===== config.mk =====
export PLATFORM = sky130hd
export DESIGN_NAME = rio_top
export DESIGN_NICKNAME = d
export VERILOG_FILES = /design/src/common/rio_pkg.sv /design/src/rtl/rio_top.sv
export VERILOG_INCLUDE_DIRS = /design/src /design/src/common
export SDC_FILE = /design/constraint.sdc
export NUM_CORES = 1
export LEC_CHECK = 0
export BUFFER_PORTS_ARGS = -buffer_cell sky130_fd_sc_hd__clkbuf_2
export CORE_MARGIN = 2
export CORE_UTILIZATION = 25
export DETAILED_ROUTE_END_ITERATION = 10
export PLACE_DENSITY_LB_ADDON = 0.25
export SLEW_MARGIN = 5
export SYNTH_ARGS = -nofsm -noshare
export SYNTH_HDL_FRONTEND = slang
export SYNTH_SLANG_ARGS = --single-unit

===== constraint.sdc =====
create_clock -name clock -period 14 [get_ports clock]
set_clock_uncertainty 0.2 [all_clocks]
set_input_delay 0.7 -clock clock [delete_from_list [all_inputs] [get_ports clock]]
set_output_delay 0.7 -clock clock [all_outputs]
set_load 0.02 [all_outputs]

===== src/common/rio_params.svh =====
// Overview of operation
// RL1: Respond after wait, gap, processing times.
// RL2: Outputs update within gap plus 4 ms.
// RL3: Configuration processing done within time plus 1 s.
// RL4: Master waits until configuration processing ends.
// RL5: Stop decelerates per stop action setting.
// RL6: Connection enable applies only after power cycle.
// RL7: Sixteen command bits map to net inputs.
// RL8: Forward bit on axis 0 runs continuously.
// RL9: Rate 625,000 bps, axis 0, switch off; code accepts any axis whose query address matches the control word.
// RL10: Serial error lights error indicator.
`ifndef RIO_PARAMS_SVH
`define RIO_PARAMS_SVH
// Byte offsets of the register words
`define RIO_OFS_CTRL 6'h00
`define RIO_OFS_QUERY 6'h04
`define RIO_OFS_NET_IN 6'h08
`define RIO_OFS_STATUS 6'h0c
`define RIO_OFS_IRQ_STAT 6'h10
`define RIO_OFS_IRQ_MASK 6'h14
`define RIO_OFS_CONN 6'h18
// Control word fields and reset values
`define RIO_CTRL_SW 0
`define RIO_CTRL_RATE_LO 4
`define RIO_CTRL_RATE_HI 7
`define RIO_CTRL_ADDR_LO 8
`define RIO_CTRL_ADDR_HI 12
`define RIO_CTRL_STOPACT 16
`define RIO_RATE_625K 4'h7
`define RIO_CTRL_RESET 32'h0000_0070
// Query word fields
`define RIO_Q_KIND_HI 3
`define RIO_Q_ADDR_LO 4
`define RIO_Q_ADDR_HI 8
`define RIO_Q_DATA_LO 16
// Net input bit positions
`define RIO_NI_SEL_HI 2
`define RIO_NI_STOP 5
`define RIO_NI_FREE 6
`define RIO_NI_DIR_LO 8
`define RIO_NI_DIR_HI 10
`define RIO_NI_FWD 14
`define RIO_NI_RVS 15
// Interrupt status bits
`define RIO_IRQ_RESP 0
`define RIO_IRQ_OUT 1
`define RIO_IRQ_CFG 2
`define RIO_IRQ_ERR 3
`define RIO_IRQ_REFUSE 4
`define RIO_IRQ_STOP 5
`define RIO_IRQ_W 6
// Times in their own units, clock period in ns
`define RIO_CLK_NS 4
`define RIO_TWAIT_NS 100000
`define RIO_GAP_NS 61600
`define RIO_PROC_NS 500000
`define RIO_CFG_PROC_NS 2000000
`define RIO_OUT_MAX_MS 4
`define RIO_CFG_MAX_MS 1000
`define RIO_DECEL_DIV_NS 1000
`endif


===== src/common/rio_pkg.sv =====
`default_nettype none
package rio_pkg;
  // Query handler phases
  typedef enum logic [4:0] {
    RIO_IDLE = 5'h01,
    RIO_TWAIT = 5'h02,
    RIO_GAP = 5'h04,
    RIO_PROC = 5'h08,
    RIO_CFG = 5'h10
  } rio_state_t;
  // Query kinds
  typedef enum logic [3:0] {
    RIO_Q_START = 4'h1,
    RIO_Q_STOP = 4'h2,
    RIO_Q_SPEED = 4'h3,
    RIO_Q_ROUT = 4'h4,
    RIO_Q_CONFIG = 4'h5,
    RIO_Q_POLL = 4'h6
  } rio_kind_t;
endpackage
`default_nettype wire


===== src/rtl/rio_top.sv =====
// Decided for this implementation: the address map and the Avalon-MM slave port.
`timescale 1ns/100ps
`default_nettype none
`include "rio_params.svh"
module rio_top import rio_pkg::*; #(
  parameter int TW_CYC = (`RIO_TWAIT_NS + `RIO_CLK_NS - 1) / `RIO_CLK_NS,
  parameter int GAP_CYC = (`RIO_GAP_NS + `RIO_CLK_NS - 1) / `RIO_CLK_NS,
  parameter int PROC_CYC = (`RIO_PROC_NS + `RIO_CLK_NS - 1) / `RIO_CLK_NS,
  parameter int CFG_CYC = (`RIO_CFG_PROC_NS + `RIO_CLK_NS - 1) / `RIO_CLK_NS,
  parameter int OUT_MAX_CYC = `RIO_OUT_MAX_MS * 1000000 / `RIO_CLK_NS,
  parameter int CFG_MAX_CYC = `RIO_CFG_MAX_MS * 1000000 / `RIO_CLK_NS,
  parameter int DECEL_DIV = `RIO_DECEL_DIV_NS / `RIO_CLK_NS
) (
  input wire logic clock,
  input wire logic reset_n,
  input wire logic [5:0] avs_address,
  input wire logic avs_read,
  input wire logic avs_write,
  input wire logic [31:0] avs_writedata,
  input wire logic [3:0] avs_byteenable,
  output logic [31:0] avs_readdata,
  output logic avs_waitrequest,
  input wire logic rx_error_pin,
  input wire logic nv_conn_enable,
  output logic irq,
  output logic resp_pulse,
  output logic [15:0] remote_out,
  output logic motor_run,
  output logic motor_dir,
  output logic motor_decel,
  output logic motor_free,
  output logic [2:0] op_select,
  output logic [2:0] direct_select,
  output logic serial_err_led,
  output logic cfg_busy,
  output logic conn_enable_active,
  output logic conn_enable_pending
);

  // Reset release and pin synchronisers
  logic rst_s1, rst_n_int;
  logic rxe_s1, rxe_s2, nv_s1, nv_s2;
  always_ff @(posedge clock or negedge reset_n) begin
    if (!reset_n) begin
      rst_s1 <= 1'b0;
      rst_n_int <= 1'b0;
    end else begin
      rst_s1 <= 1'b1;
      rst_n_int <= rst_s1;
    end
  end
  always_ff @(posedge clock or negedge rst_n_int) begin
    if (!rst_n_int) begin
      rxe_s1 <= 1'b0;
      rxe_s2 <= 1'b0;
      nv_s1 <= 1'b0;
      nv_s2 <= 1'b0;
    end else begin
      rxe_s1 <= rx_error_pin;
      rxe_s2 <= rxe_s1;
      nv_s1 <= nv_conn_enable;
      nv_s2 <= nv_s1;
    end
  end

  // Bus group state
  logic [31:0] ctrl, next_ctrl, net_in, next_net_in, next_readdata;
  logic [`RIO_IRQ_W-1:0] irq_stat, next_irq_stat, irq_mask, next_irq_mask;
  logic next_waitrequest, next_irq, next_conn_pending;
  logic [31:0] query, next_query, bemask;
  logic acc_rd, acc_wr, q_wr;
  // Query handler state
  rio_state_t state, next_state;
  logic [31:0] cnt, next_cnt, age, next_age;
  logic [15:0] speed, next_speed, next_remote_out;
  logic next_resp, next_err_led, out_upd, next_out_upd, cfg_done, next_cfg_done;
  logic q_ok, q_bad, q_refused, gap_end, do_start, do_stop;
  logic [`RIO_IRQ_W-1:0] ev;
  // Motion state
  logic next_run, next_dir, next_decel, next_free, cont_prev, next_cont_prev;
  logic [15:0] dcnt, next_dcnt;
  logic [31:0] div, next_div;
  logic tick, stopped, cont_fwd, cont_rvs, cont;
  logic [1:0] boot, next_boot;
  logic next_conn_active;

  // Requests take effect only at the edge where waitrequest is low
  assign acc_rd = avs_read & ~avs_waitrequest;
  assign acc_wr = avs_write & ~avs_waitrequest;
  assign q_wr = acc_wr && avs_address == `RIO_OFS_QUERY;
  assign bemask = {{8{avs_byteenable[3]}}, {8{avs_byteenable[2]}},
                   {8{avs_byteenable[1]}}, {8{avs_byteenable[0]}}};

  // Register slave: one wait cycle, then accept; read data set early
  always_comb begin
    next_waitrequest = ~((avs_read | avs_write) & avs_waitrequest);
    next_readdata = avs_readdata;
    next_ctrl = ctrl;
    next_net_in = net_in;
    next_irq_mask = irq_mask;
    next_conn_pending = conn_enable_pending;
    next_query = query;
    next_irq_stat = irq_stat;
    if (avs_read && avs_waitrequest) begin
      case (avs_address)
        `RIO_OFS_CTRL: next_readdata = ctrl;
        `RIO_OFS_QUERY: next_readdata = query;
        `RIO_OFS_NET_IN: next_readdata = net_in;
        `RIO_OFS_STATUS: next_readdata = {speed, 8'h00, 1'b0, conn_enable_active,
          serial_err_led, motor_decel, motor_dir, motor_run, cfg_busy, state != RIO_IDLE};
        `RIO_OFS_IRQ_STAT: next_readdata = {26'h0, irq_stat};
        `RIO_OFS_IRQ_MASK: next_readdata = {26'h0, irq_mask};
        `RIO_OFS_CONN: next_readdata = {31'h0, conn_enable_pending};
        default: next_readdata = 32'h0;
      endcase
    end
    if (acc_wr) begin
      case (avs_address)
        `RIO_OFS_CTRL: next_ctrl = (ctrl & ~bemask) | (avs_writedata & bemask);
        `RIO_OFS_QUERY: next_query = (query & ~bemask) | (avs_writedata & bemask);
        `RIO_OFS_NET_IN: next_net_in = ((net_in & ~bemask) | (avs_writedata & bemask))
          & 32'h0000_ffff;
        `RIO_OFS_IRQ_MASK: next_irq_mask = (irq_mask & ~bemask[`RIO_IRQ_W-1:0])
          | (avs_writedata[`RIO_IRQ_W-1:0] & bemask[`RIO_IRQ_W-1:0]);
        // Held until the next power cycle before it acts, see RL6
        `RIO_OFS_CONN: if (avs_byteenable[0]) next_conn_pending = avs_writedata[0];
        default: next_ctrl = ctrl;
      endcase
    end
    // Read clears only bits that were seen; a new event wins
    if (acc_rd && avs_address == `RIO_OFS_IRQ_STAT)
      next_irq_stat = irq_stat & ~avs_readdata[`RIO_IRQ_W-1:0];
    next_irq_stat = next_irq_stat | ev;
    next_irq = |(next_irq_stat & next_irq_mask);
  end

  always_ff @(posedge clock or negedge rst_n_int) begin
    if (!rst_n_int) begin
      avs_waitrequest <= 1'b1;
      avs_readdata <= 32'h0;
      ctrl <= `RIO_CTRL_RESET;
      net_in <= 32'h0;
      irq_mask <= '0;
      irq_stat <= '0;
      irq <= 1'b0;
      conn_enable_pending <= 1'b0;
      query <= 32'h0;
    end else begin
      avs_waitrequest <= next_waitrequest;
      avs_readdata <= next_readdata;
      ctrl <= next_ctrl;
      net_in <= next_net_in;
      irq_mask <= next_irq_mask;
      irq_stat <= next_irq_stat;
      irq <= next_irq;
      conn_enable_pending <= next_conn_pending;
      query <= next_query;
    end
  end

  // Query checks: busy refuses, wrong link setup is a serial error
  assign q_refused = q_wr && state != RIO_IDLE; // see RL4
  assign q_bad = q_wr && !q_refused && (rxe_s2 || ctrl[`RIO_CTRL_SW]
    || ctrl[`RIO_CTRL_RATE_HI:`RIO_CTRL_RATE_LO] != `RIO_RATE_625K
    || avs_writedata[`RIO_Q_ADDR_HI:`RIO_Q_ADDR_LO]
       != ctrl[`RIO_CTRL_ADDR_HI:`RIO_CTRL_ADDR_LO]); // see RL9
  assign q_ok = q_wr && !q_refused && !q_bad;
  assign gap_end = state == RIO_GAP && cnt == 32'h0;
  assign do_start = gap_end && query[`RIO_Q_KIND_HI:0] == RIO_Q_START;
  assign do_stop = gap_end && query[`RIO_Q_KIND_HI:0] == RIO_Q_STOP;

  // Phase sequencer: wait time, silent gap, processing, config work
  always_comb begin
    next_state = state;
    next_cnt = cnt;
    next_age = (age == 32'hffff_ffff) ? age : age + 32'h1;
    next_speed = speed;
    next_remote_out = remote_out;
    next_resp = 1'b0;
    next_out_upd = 1'b0;
    next_cfg_done = 1'b0;
    next_err_led = serial_err_led;
    if (q_bad) next_err_led = 1'b1; // see RL10
    if (q_ok) next_err_led = 1'b0;
    case (state)
      RIO_IDLE: if (q_ok) begin
        next_state = RIO_TWAIT;
        next_cnt = 32'(TW_CYC - 1);
        next_age = 32'h0;
      end
      RIO_TWAIT: if (cnt == 32'h0) begin
        next_state = RIO_GAP;
        next_cnt = 32'(GAP_CYC - 1);
      end else next_cnt = cnt - 32'h1;
      RIO_GAP: if (cnt == 32'h0) begin
        next_state = RIO_PROC;
        next_cnt = 32'(PROC_CYC - 1);
        // Outputs move at the end of the gap, well inside the bound, see RL2
        case (query[`RIO_Q_KIND_HI:0])
          RIO_Q_START: begin
            next_speed = query[31:`RIO_Q_DATA_LO];
            next_out_upd = 1'b1;
          end
          RIO_Q_ROUT: begin
            next_remote_out = query[31:`RIO_Q_DATA_LO];
            next_out_upd = 1'b1;
          end
          RIO_Q_SPEED: next_speed = query[31:`RIO_Q_DATA_LO];
          default: next_speed = speed;
        endcase
      end else next_cnt = cnt - 32'h1;
      RIO_PROC: if (cnt == 32'h0) begin
        next_resp = 1'b1; // see RL1
        if (query[`RIO_Q_KIND_HI:0] == RIO_Q_CONFIG) begin
          next_state = RIO_CFG;
          next_cnt = 32'(CFG_CYC - 1);
        end else next_state = RIO_IDLE;
      end else next_cnt = cnt - 32'h1;
      RIO_CFG: if (cnt == 32'h0) begin
        next_state = RIO_IDLE; // see RL3
        next_cfg_done = 1'b1;
      end else next_cnt = cnt - 32'h1;
      default: next_state = RIO_IDLE;
    endcase
  end

  always_ff @(posedge clock or negedge rst_n_int) begin
    if (!rst_n_int) begin
      state <= RIO_IDLE;
      cnt <= 32'h0;
      age <= 32'h0;
      speed <= 16'h0;
      remote_out <= 16'h0;
      resp_pulse <= 1'b0;
      out_upd <= 1'b0;
      cfg_done <= 1'b0;
      cfg_busy <= 1'b0;
      serial_err_led <= 1'b0;
    end else begin
      state <= next_state;
      cnt <= next_cnt;
      age <= next_age;
      speed <= next_speed;
      remote_out <= next_remote_out;
      resp_pulse <= next_resp;
      out_upd <= next_out_upd;
      cfg_done <= next_cfg_done;
      cfg_busy <= next_state == RIO_CFG;
      serial_err_led <= next_err_led;
    end
  end

  // Continuous run bits count only for axis address 0
  assign cont_fwd = net_in[`RIO_NI_FWD] && ctrl[`RIO_CTRL_ADDR_HI:`RIO_CTRL_ADDR_LO] == 5'h00;
  assign cont_rvs = net_in[`RIO_NI_RVS] && ctrl[`RIO_CTRL_ADDR_HI:`RIO_CTRL_ADDR_LO] == 5'h00;
  assign cont = (cont_fwd ^ cont_rvs) && !net_in[`RIO_NI_STOP] && !net_in[`RIO_NI_FREE];
  assign tick = div == 32'h0;
  assign stopped = motor_decel && tick && dcnt == 16'h0;
  assign ev = {stopped, q_refused, q_bad, cfg_done, out_upd, resp_pulse};

  // Motion: start, ramped or instant stop, continuous run, free
  always_comb begin
    next_run = motor_run;
    next_dir = motor_dir;
    next_decel = motor_decel;
    next_dcnt = dcnt;
    next_div = tick ? 32'(DECEL_DIV - 1) : div - 32'h1;
    next_free = net_in[`RIO_NI_FREE];
    next_cont_prev = cont;
    if (do_start) begin
      next_run = 1'b1;
      next_dir = query[`RIO_Q_DATA_LO];
      next_decel = 1'b0;
    end else if (cont) begin
      next_run = 1'b1; // see RL8
      next_dir = cont_fwd;
      next_decel = 1'b0;
    end else if ((do_stop || (cont_prev && !cont) || net_in[`RIO_NI_STOP]
        || net_in[`RIO_NI_FREE]) && motor_run && !motor_decel) begin
      // Ramp length follows the commanded speed, see RL5
      if (ctrl[`RIO_CTRL_STOPACT] && !net_in[`RIO_NI_FREE]) begin
        next_decel = 1'b1;
        next_dcnt = speed;
      end else next_run = 1'b0;
    end else if (motor_decel && tick) begin
      if (dcnt == 16'h0) begin
        next_run = 1'b0;
        next_decel = 1'b0;
      end else next_dcnt = dcnt - 16'h1;
    end
  end

  always_ff @(posedge clock or negedge rst_n_int) begin
    if (!rst_n_int) begin
      motor_run <= 1'b0;
      motor_dir <= 1'b0;
      motor_decel <= 1'b0;
      motor_free <= 1'b0;
      dcnt <= 16'h0;
      div <= 32'h0;
      cont_prev <= 1'b0;
      op_select <= 3'h0;
      direct_select <= 3'h0;
    end else begin
      motor_run <= next_run;
      motor_dir <= next_dir;
      motor_decel <= next_decel;
      motor_free <= next_free;
      dcnt <= next_dcnt;
      div <= next_div;
      cont_prev <= next_cont_prev;
      op_select <= net_in[`RIO_NI_SEL_HI:0]; // see RL7
      direct_select <= net_in[`RIO_NI_DIR_HI:`RIO_NI_DIR_LO];
    end
  end

  // Connection enable is latched once after release; later writes wait
  always_comb begin
    next_boot = boot;
    next_conn_active = conn_enable_active;
    if (boot != 2'h3) next_boot = boot + 2'h1;
    if (boot == 2'h2) next_conn_active = nv_s2; // see RL6
  end

  always_ff @(posedge clock or negedge rst_n_int) begin
    if (!rst_n_int) begin
      boot <= 2'h0;
      conn_enable_active <= 1'b0;
    end else begin
      boot <= next_boot;
      conn_enable_active <= next_conn_active;
    end
  end

  // Checks on timing and mapping
  AST_RESP_TIME: assert property (@(posedge clock) disable iff (!rst_n_int) // see RL1
    resp_pulse |-> age == 32'(TW_CYC + GAP_CYC + PROC_CYC))
    else $error("response not after wait, gap and processing");
  AST_OUT_TIME: assert property (@(posedge clock) disable iff (!rst_n_int) // see RL2
    out_upd |-> age == 32'(TW_CYC + GAP_CYC) && age <= 32'(TW_CYC + GAP_CYC + OUT_MAX_CYC))
    else $error("output update late");
  AST_CFG_TIME: assert property (@(posedge clock) disable iff (!rst_n_int) // see RL3
    cfg_done |-> age == 32'(TW_CYC + GAP_CYC + PROC_CYC + CFG_CYC)
      && !cfg_busy && $past(cfg_busy) && age <= 32'(TW_CYC + GAP_CYC + PROC_CYC + CFG_MAX_CYC))
    else $error("config processing time wrong");
  AST_BUSY_REFUSE: assert property (@(posedge clock) disable iff (!rst_n_int) // see RL4
    (q_wr && cfg_busy) |=> state != RIO_TWAIT && irq_stat[`RIO_IRQ_REFUSE])
    else $error("query taken during config processing");
  AST_STOP_RAMP: assert property (@(posedge clock) disable iff (!rst_n_int) // see RL5
    (do_stop && motor_run && !motor_decel && !cont && ctrl[`RIO_CTRL_STOPACT]
      && !net_in[`RIO_NI_FREE]) |=> motor_decel && motor_run && dcnt == $past(speed))
    else $error("stop did not ramp");
  AST_CONN_HOLD: assert property (@(posedge clock) disable iff (!rst_n_int) // see RL6
    boot == 2'h3 |=> $stable(conn_enable_active))
    else $error("connection enable changed without power cycle");
  AST_NET_MAP: assert property (@(posedge clock) disable iff (!rst_n_int) // see RL7
    ##1 op_select == $past(net_in[`RIO_NI_SEL_HI:0])
      && direct_select == $past(net_in[`RIO_NI_DIR_HI:`RIO_NI_DIR_LO]))
    else $error("net input mapping wrong");
  AST_CONT_RUN: assert property (@(posedge clock) disable iff (!rst_n_int) // see RL8
    (cont && cont_fwd && !do_start) |=> motor_run && motor_dir)
    else $error("forward continuous run missing");
  AST_LINK_SETUP: assert property (@(posedge clock) disable iff (!rst_n_int) // see RL9
    (q_ok && state == RIO_IDLE) |=> state == RIO_TWAIT
      && $past(ctrl[`RIO_CTRL_RATE_HI:`RIO_CTRL_RATE_LO]) == `RIO_RATE_625K)
    else $error("query accepted with wrong link setup");
  AST_ERR_LED: assert property (@(posedge clock) disable iff (!rst_n_int) // see RL10
    q_bad |=> serial_err_led && irq_stat[`RIO_IRQ_ERR])
    else $error("serial error not indicated");

endmodule // rio_top
`default_nettype wire


==> out/qor.tcl <==
set qor(cp_data_arrival_time_ps) 4120
set qor(ys_ff_latch) 269
set qor(numCtsBuffers) 34
set qor(global_route.usage.total) 0.139
set qor(routed_via_density) 4.96
set qor(cp_endpoint) {dcnt[11]$_DFFE_PN0P_}
set qor(layout_min_cycle_time_ps) 3940
set qor(clkLatencyLatePin_ps) 520
set qor(die_h_um) 230
set qor(cts_hold_buffers) 1
set qor(ant_nets) 0
set qor(critical_path_peak_fanout) 24
set qor(ys_dominant_reg_cell) {dfrtp_1}
set qor(synth-edff-count) 0
set qor(multiInputGateArea_mm2) 0.00582
set qor(detailed_place_hpwl_um) 25900
set qor(post_synth_num_cell_types) 80
set qor(finalSetupViolations) 0
set qor(routedWlPerCell_um) 18.8
set qor(crit_required_ps) 14180
set qor(placementRows) 82
set qor(reg2reg_slack_ps) 10060
set qor(critPathTopFamily) {simple AND/OR/NAND/NOR gates}
set qor(weighted_congestion_at_the_end_of_routability_driven_global_placement) 0.811
set qor(grt_max_degree) 136
set qor(placed_cells) 1899
set qor(hold_viol_final) 0
set qor(worst_setup_path_startpoint) {div[0]$_DFF_PN0_}
set qor(yosysWarnings) 0
set qor(synth_area_per_cell_um2) 11.2
set qor(internal_power_w) 0.00138
set qor(grt_first_pass_wirelength_um) 58600
set qor(cts_resized) 0
set qor(via_count) 9721
set qor(core_area_mm2) 0.0504
set qor(critical_path_class) {flip-flop to flip-flop}
set qor(tightest_slew_ps) 1040
set qor(rsz_0062_raised_after_global_routing) {false}
set qor(stdcell_count) 1960
set qor(max_freq_ghz) 0.254
set qor(final-max-slew-violation-count) 0
set qor(area_enclosed_by_the_die_boundary_mm2) 0.0531
set qor(initial_utilization) 0.254
set qor(synth.yosys.seq_area_share) 0.526
set qor(cell_count_of_the_worst_reg_to_reg_path) 8
set qor(power_density_over_cell_area_mw_per_mm2) 118
set qor(drt_drc_violations_left) 0
set qor(antenna_violations_before_repair) 0
set qor(final-seq-area_mm2) 0.00674
set qor(crit_path_max_incr_delay_ps) 920
set qor(detail_route.iter0.violations) 808
set qor(clock_tree_from_tritoncts) {yes}
set qor(cp.depth) 8
set qor(crit-reg2reg-launch) {div[0]$_DFF_PN0_}
set qor(crit_chain) {inv_1 > ha_1 > nor4b_1 > nand4_1 > nor3_4 > nand3_1 > a211o_1 > o2bb2ai_1}
set qor(crit_path_top_delay_cell) {nor3_4}
set qor(fraction_of_registers_with_async_set_reset) 1.00
set qor(vdd_ir_max_v) 0.0000649
set qor(layout.nets) 1317
set qor(layout.filler_cells) 5191
set qor(drt_first_pass_iters) 5
set qor(finalSetupTns_ps) 0
set qor(clk_pin_slew_ps) 60
set qor(power.switching_fraction) 0.241
set qor(clk_path_buf_depth) 3
set qor(p_comb_frac) 0.055
set qor(place.port_buffers) 112
set qor(setup.worst_path.start_class) {flip-flop}
set qor(insertedDiodeCount) 0
set qor(postCtsSetupRepairBufs) 0
set qor(globalRoute.totalOverflow) 0
set qor(endpoint_type_of_the_worst_setup_path) {flip-flop}
set qor(clock_power_share) 0.490
set qor(hold_path.class) {primary input to flip-flop}
set qor(power.total_w) 0.00181
set qor(postRouteWirelength_um) 36800
set qor(io_pins) 113
set qor(p_leak_nw) 6.92
set qor(seq_power_share) 0.455
set qor(final_core_util) 0.304
set qor(switching_power_w) 0.000438
set qor(syn_area_mm2) 0.0128
set qor(synthToLayoutAreaGrowth_pct) 19.5
set qor(grt_pass1_vias) 10000
set qor(drive_gt1_frac) 0.275
set qor(final_period_util) 0.282
set qor(timing.critical_path.buf_inv) 1
set qor(postSynthNetCount) 1197
set qor(syn_inst) 1144
set qor(cts.root.buffer_cell) {clkbuf_16}
set qor(fp.dieW_um) 230
set qor(outcome) {complete, no violations}
set qor(worst_slew_margin_rel) 0.302
set qor(r2r-end) {dcnt[11]$_DFFE_PN0P_}
set qor(cts_htree_levels) 2
set qor(maxCapViolCount) 0
set qor(cts.sink_count) 269
[worst min path at each step]
stage,slack [ps],from,end,cells after the start
4_1_cts,70,nv_conn_enable,nv_s1$_DFF_PN0_,1
5_1_grt,70,nv_conn_enable,nv_s1$_DFF_PN0_,1
6_report,90,nv_conn_enable,nv_s1$_DFF_PN0_,1
3_5_place_dp,140,nv_s1$_DFF_PN0_,nv_s2$_DFF_PN0_,0
3_3_place_gp,130,nv_s1$_DFF_PN0_,nv_s2$_DFF_PN0_,0
2_1_floorplan,130,nv_s1$_DFF_PN0_,nv_s2$_DFF_PN0_,0
[kinds of logic (layout without fill, tap and decap cells)]
group	Yosys count	count (layout)	synth area share
other cells	1	1	0.000293
simple gates	352	352	0.147
fa+ha+maj	5	5	0.00488
compound gates	274	274	0.147
flops	269	269	0.526
xor+xnor	27	27	0.0185
mux	153	153	0.136
buf+inv	63	207	0.0208
[layer usage]
metal | routed length, um | part of all wire | global-route usage | up-vias
met5 | 0 | 0 | 0 | -
met2 | 16900 | 0.46 | 0.221 | 207
li1 | - | - | - | 4539
met4 | 1170 | 0.032 | 0.0466 | 0
met1 | 17300 | 0.47 | 0.192 | 4909
met3 | 1370 | 0.037 | 0.0232 | 66
[cell usage after synthesis, drive strengths merged (3+ instances only)]
cell type / n / area (um^2)
dfrtp: 264 / 6610
mux2: 134 / 1550
nand2: 93 / 359
o21ai: 73 / 377
nor2: 70 / 263
a21oi: 49 / 249
nand3: 40 / 205
clkbuf: 36 / 135
nor3: 31 / 166
nor4: 28 / 272
mux2i: 19 / 190
a222oi: 17 / 170
o211ai: 17 / 128
xnor2: 17 / 149
a22oi: 16 / 125
nor2b: 16 / 100
inv: 15 / 56.3
o2bb2ai: 13 / 114
or3: 13 / 81.3
a21o: 11 / 82.6
a22o: 11 / 96.3
a31oi: 10 / 62.6
buf: 10 / 67.6
nand2b: 10 / 62.6
xor2: 10 / 87.6
or4: 9 / 75.1
a211oi: 7 / 52.6
and3: 7 / 43.8
nand4: 7 / 43.8
a211o: 6 / 52.6
and2: 6 / 37.5
o22a: 6 / 52.6
o22ai: 6 / 37.5
a221oi: 5 / 43.8
dfstp: 5 / 131
ha: 5 / 62.6
a31o: 4 / 35.0
nand3b: 4 / 30.0
nor4b: 4 / 35.0
o31ai: 4 / 30.0
a21boi: 3 / 22.5
nor3b: 3 / 22.5
or2: 3 / 18.8
[layout by cell type, fill, tap and decap left out, drive strengths merged, types with 17 or more instances in the layout]
| cell type | Yosys | routed |
|---|---|---|
| a21oi | 49 | 49 |
| a222oi | 17 | 17 |
| buf | 10 | 17 |
| clkbuf | 36 | 157 |
| dfrtp | 264 | 264 |
| inv | 15 | 17 |
| mux2 | 134 | 134 |
| mux2i | 19 | 19 |
| nand2 | 93 | 93 |
| nand3 | 40 | 40 |
| nor2 | 70 | 70 |
| nor3 | 31 | 31 |
| nor4 | 28 | 28 |
| o211ai | 17 | 17 |
| o21ai | 73 | 73 |
| xnor2 | 17 | 17 |
[final cells by class]
cell class,count,share of cell area
Clock buffer,45,0.0629
Clock inverter,15,0.0111
Inverter,17,0.00417
Multi-Input combinational cell,812,0.380
Sequential cell,269,0.440
Tap cell,672,0.0549
Timing Repair Buffer,130,0.0464
[stage by stage]
stage               setup slack (ps)  cell area [um^2]  hold WS, ps
floorplan                       5760             12800          131
global placement               10010             14200          134
detailed placement              9860             14200          139
CTS                             9970             15300         65.9
global route                    9630             15300         67.9
finish                         10060             15300         90.1
[power by group through the flow]
stage          sequential (W)  combinational [W]  clock [W]
2_1_floorplan        0.000840          0.0000481          0
3_3_place_gp         0.000839           0.000100          0
3_5_place_dp         0.000839           0.000101          0
4_1_cts              0.000825           0.000102   0.000920
5_1_grt              0.000827           0.000111   0.000950
6_report             0.000825          0.0000999   0.000889
Note: power is estimated with default switching activity, not from simulation.
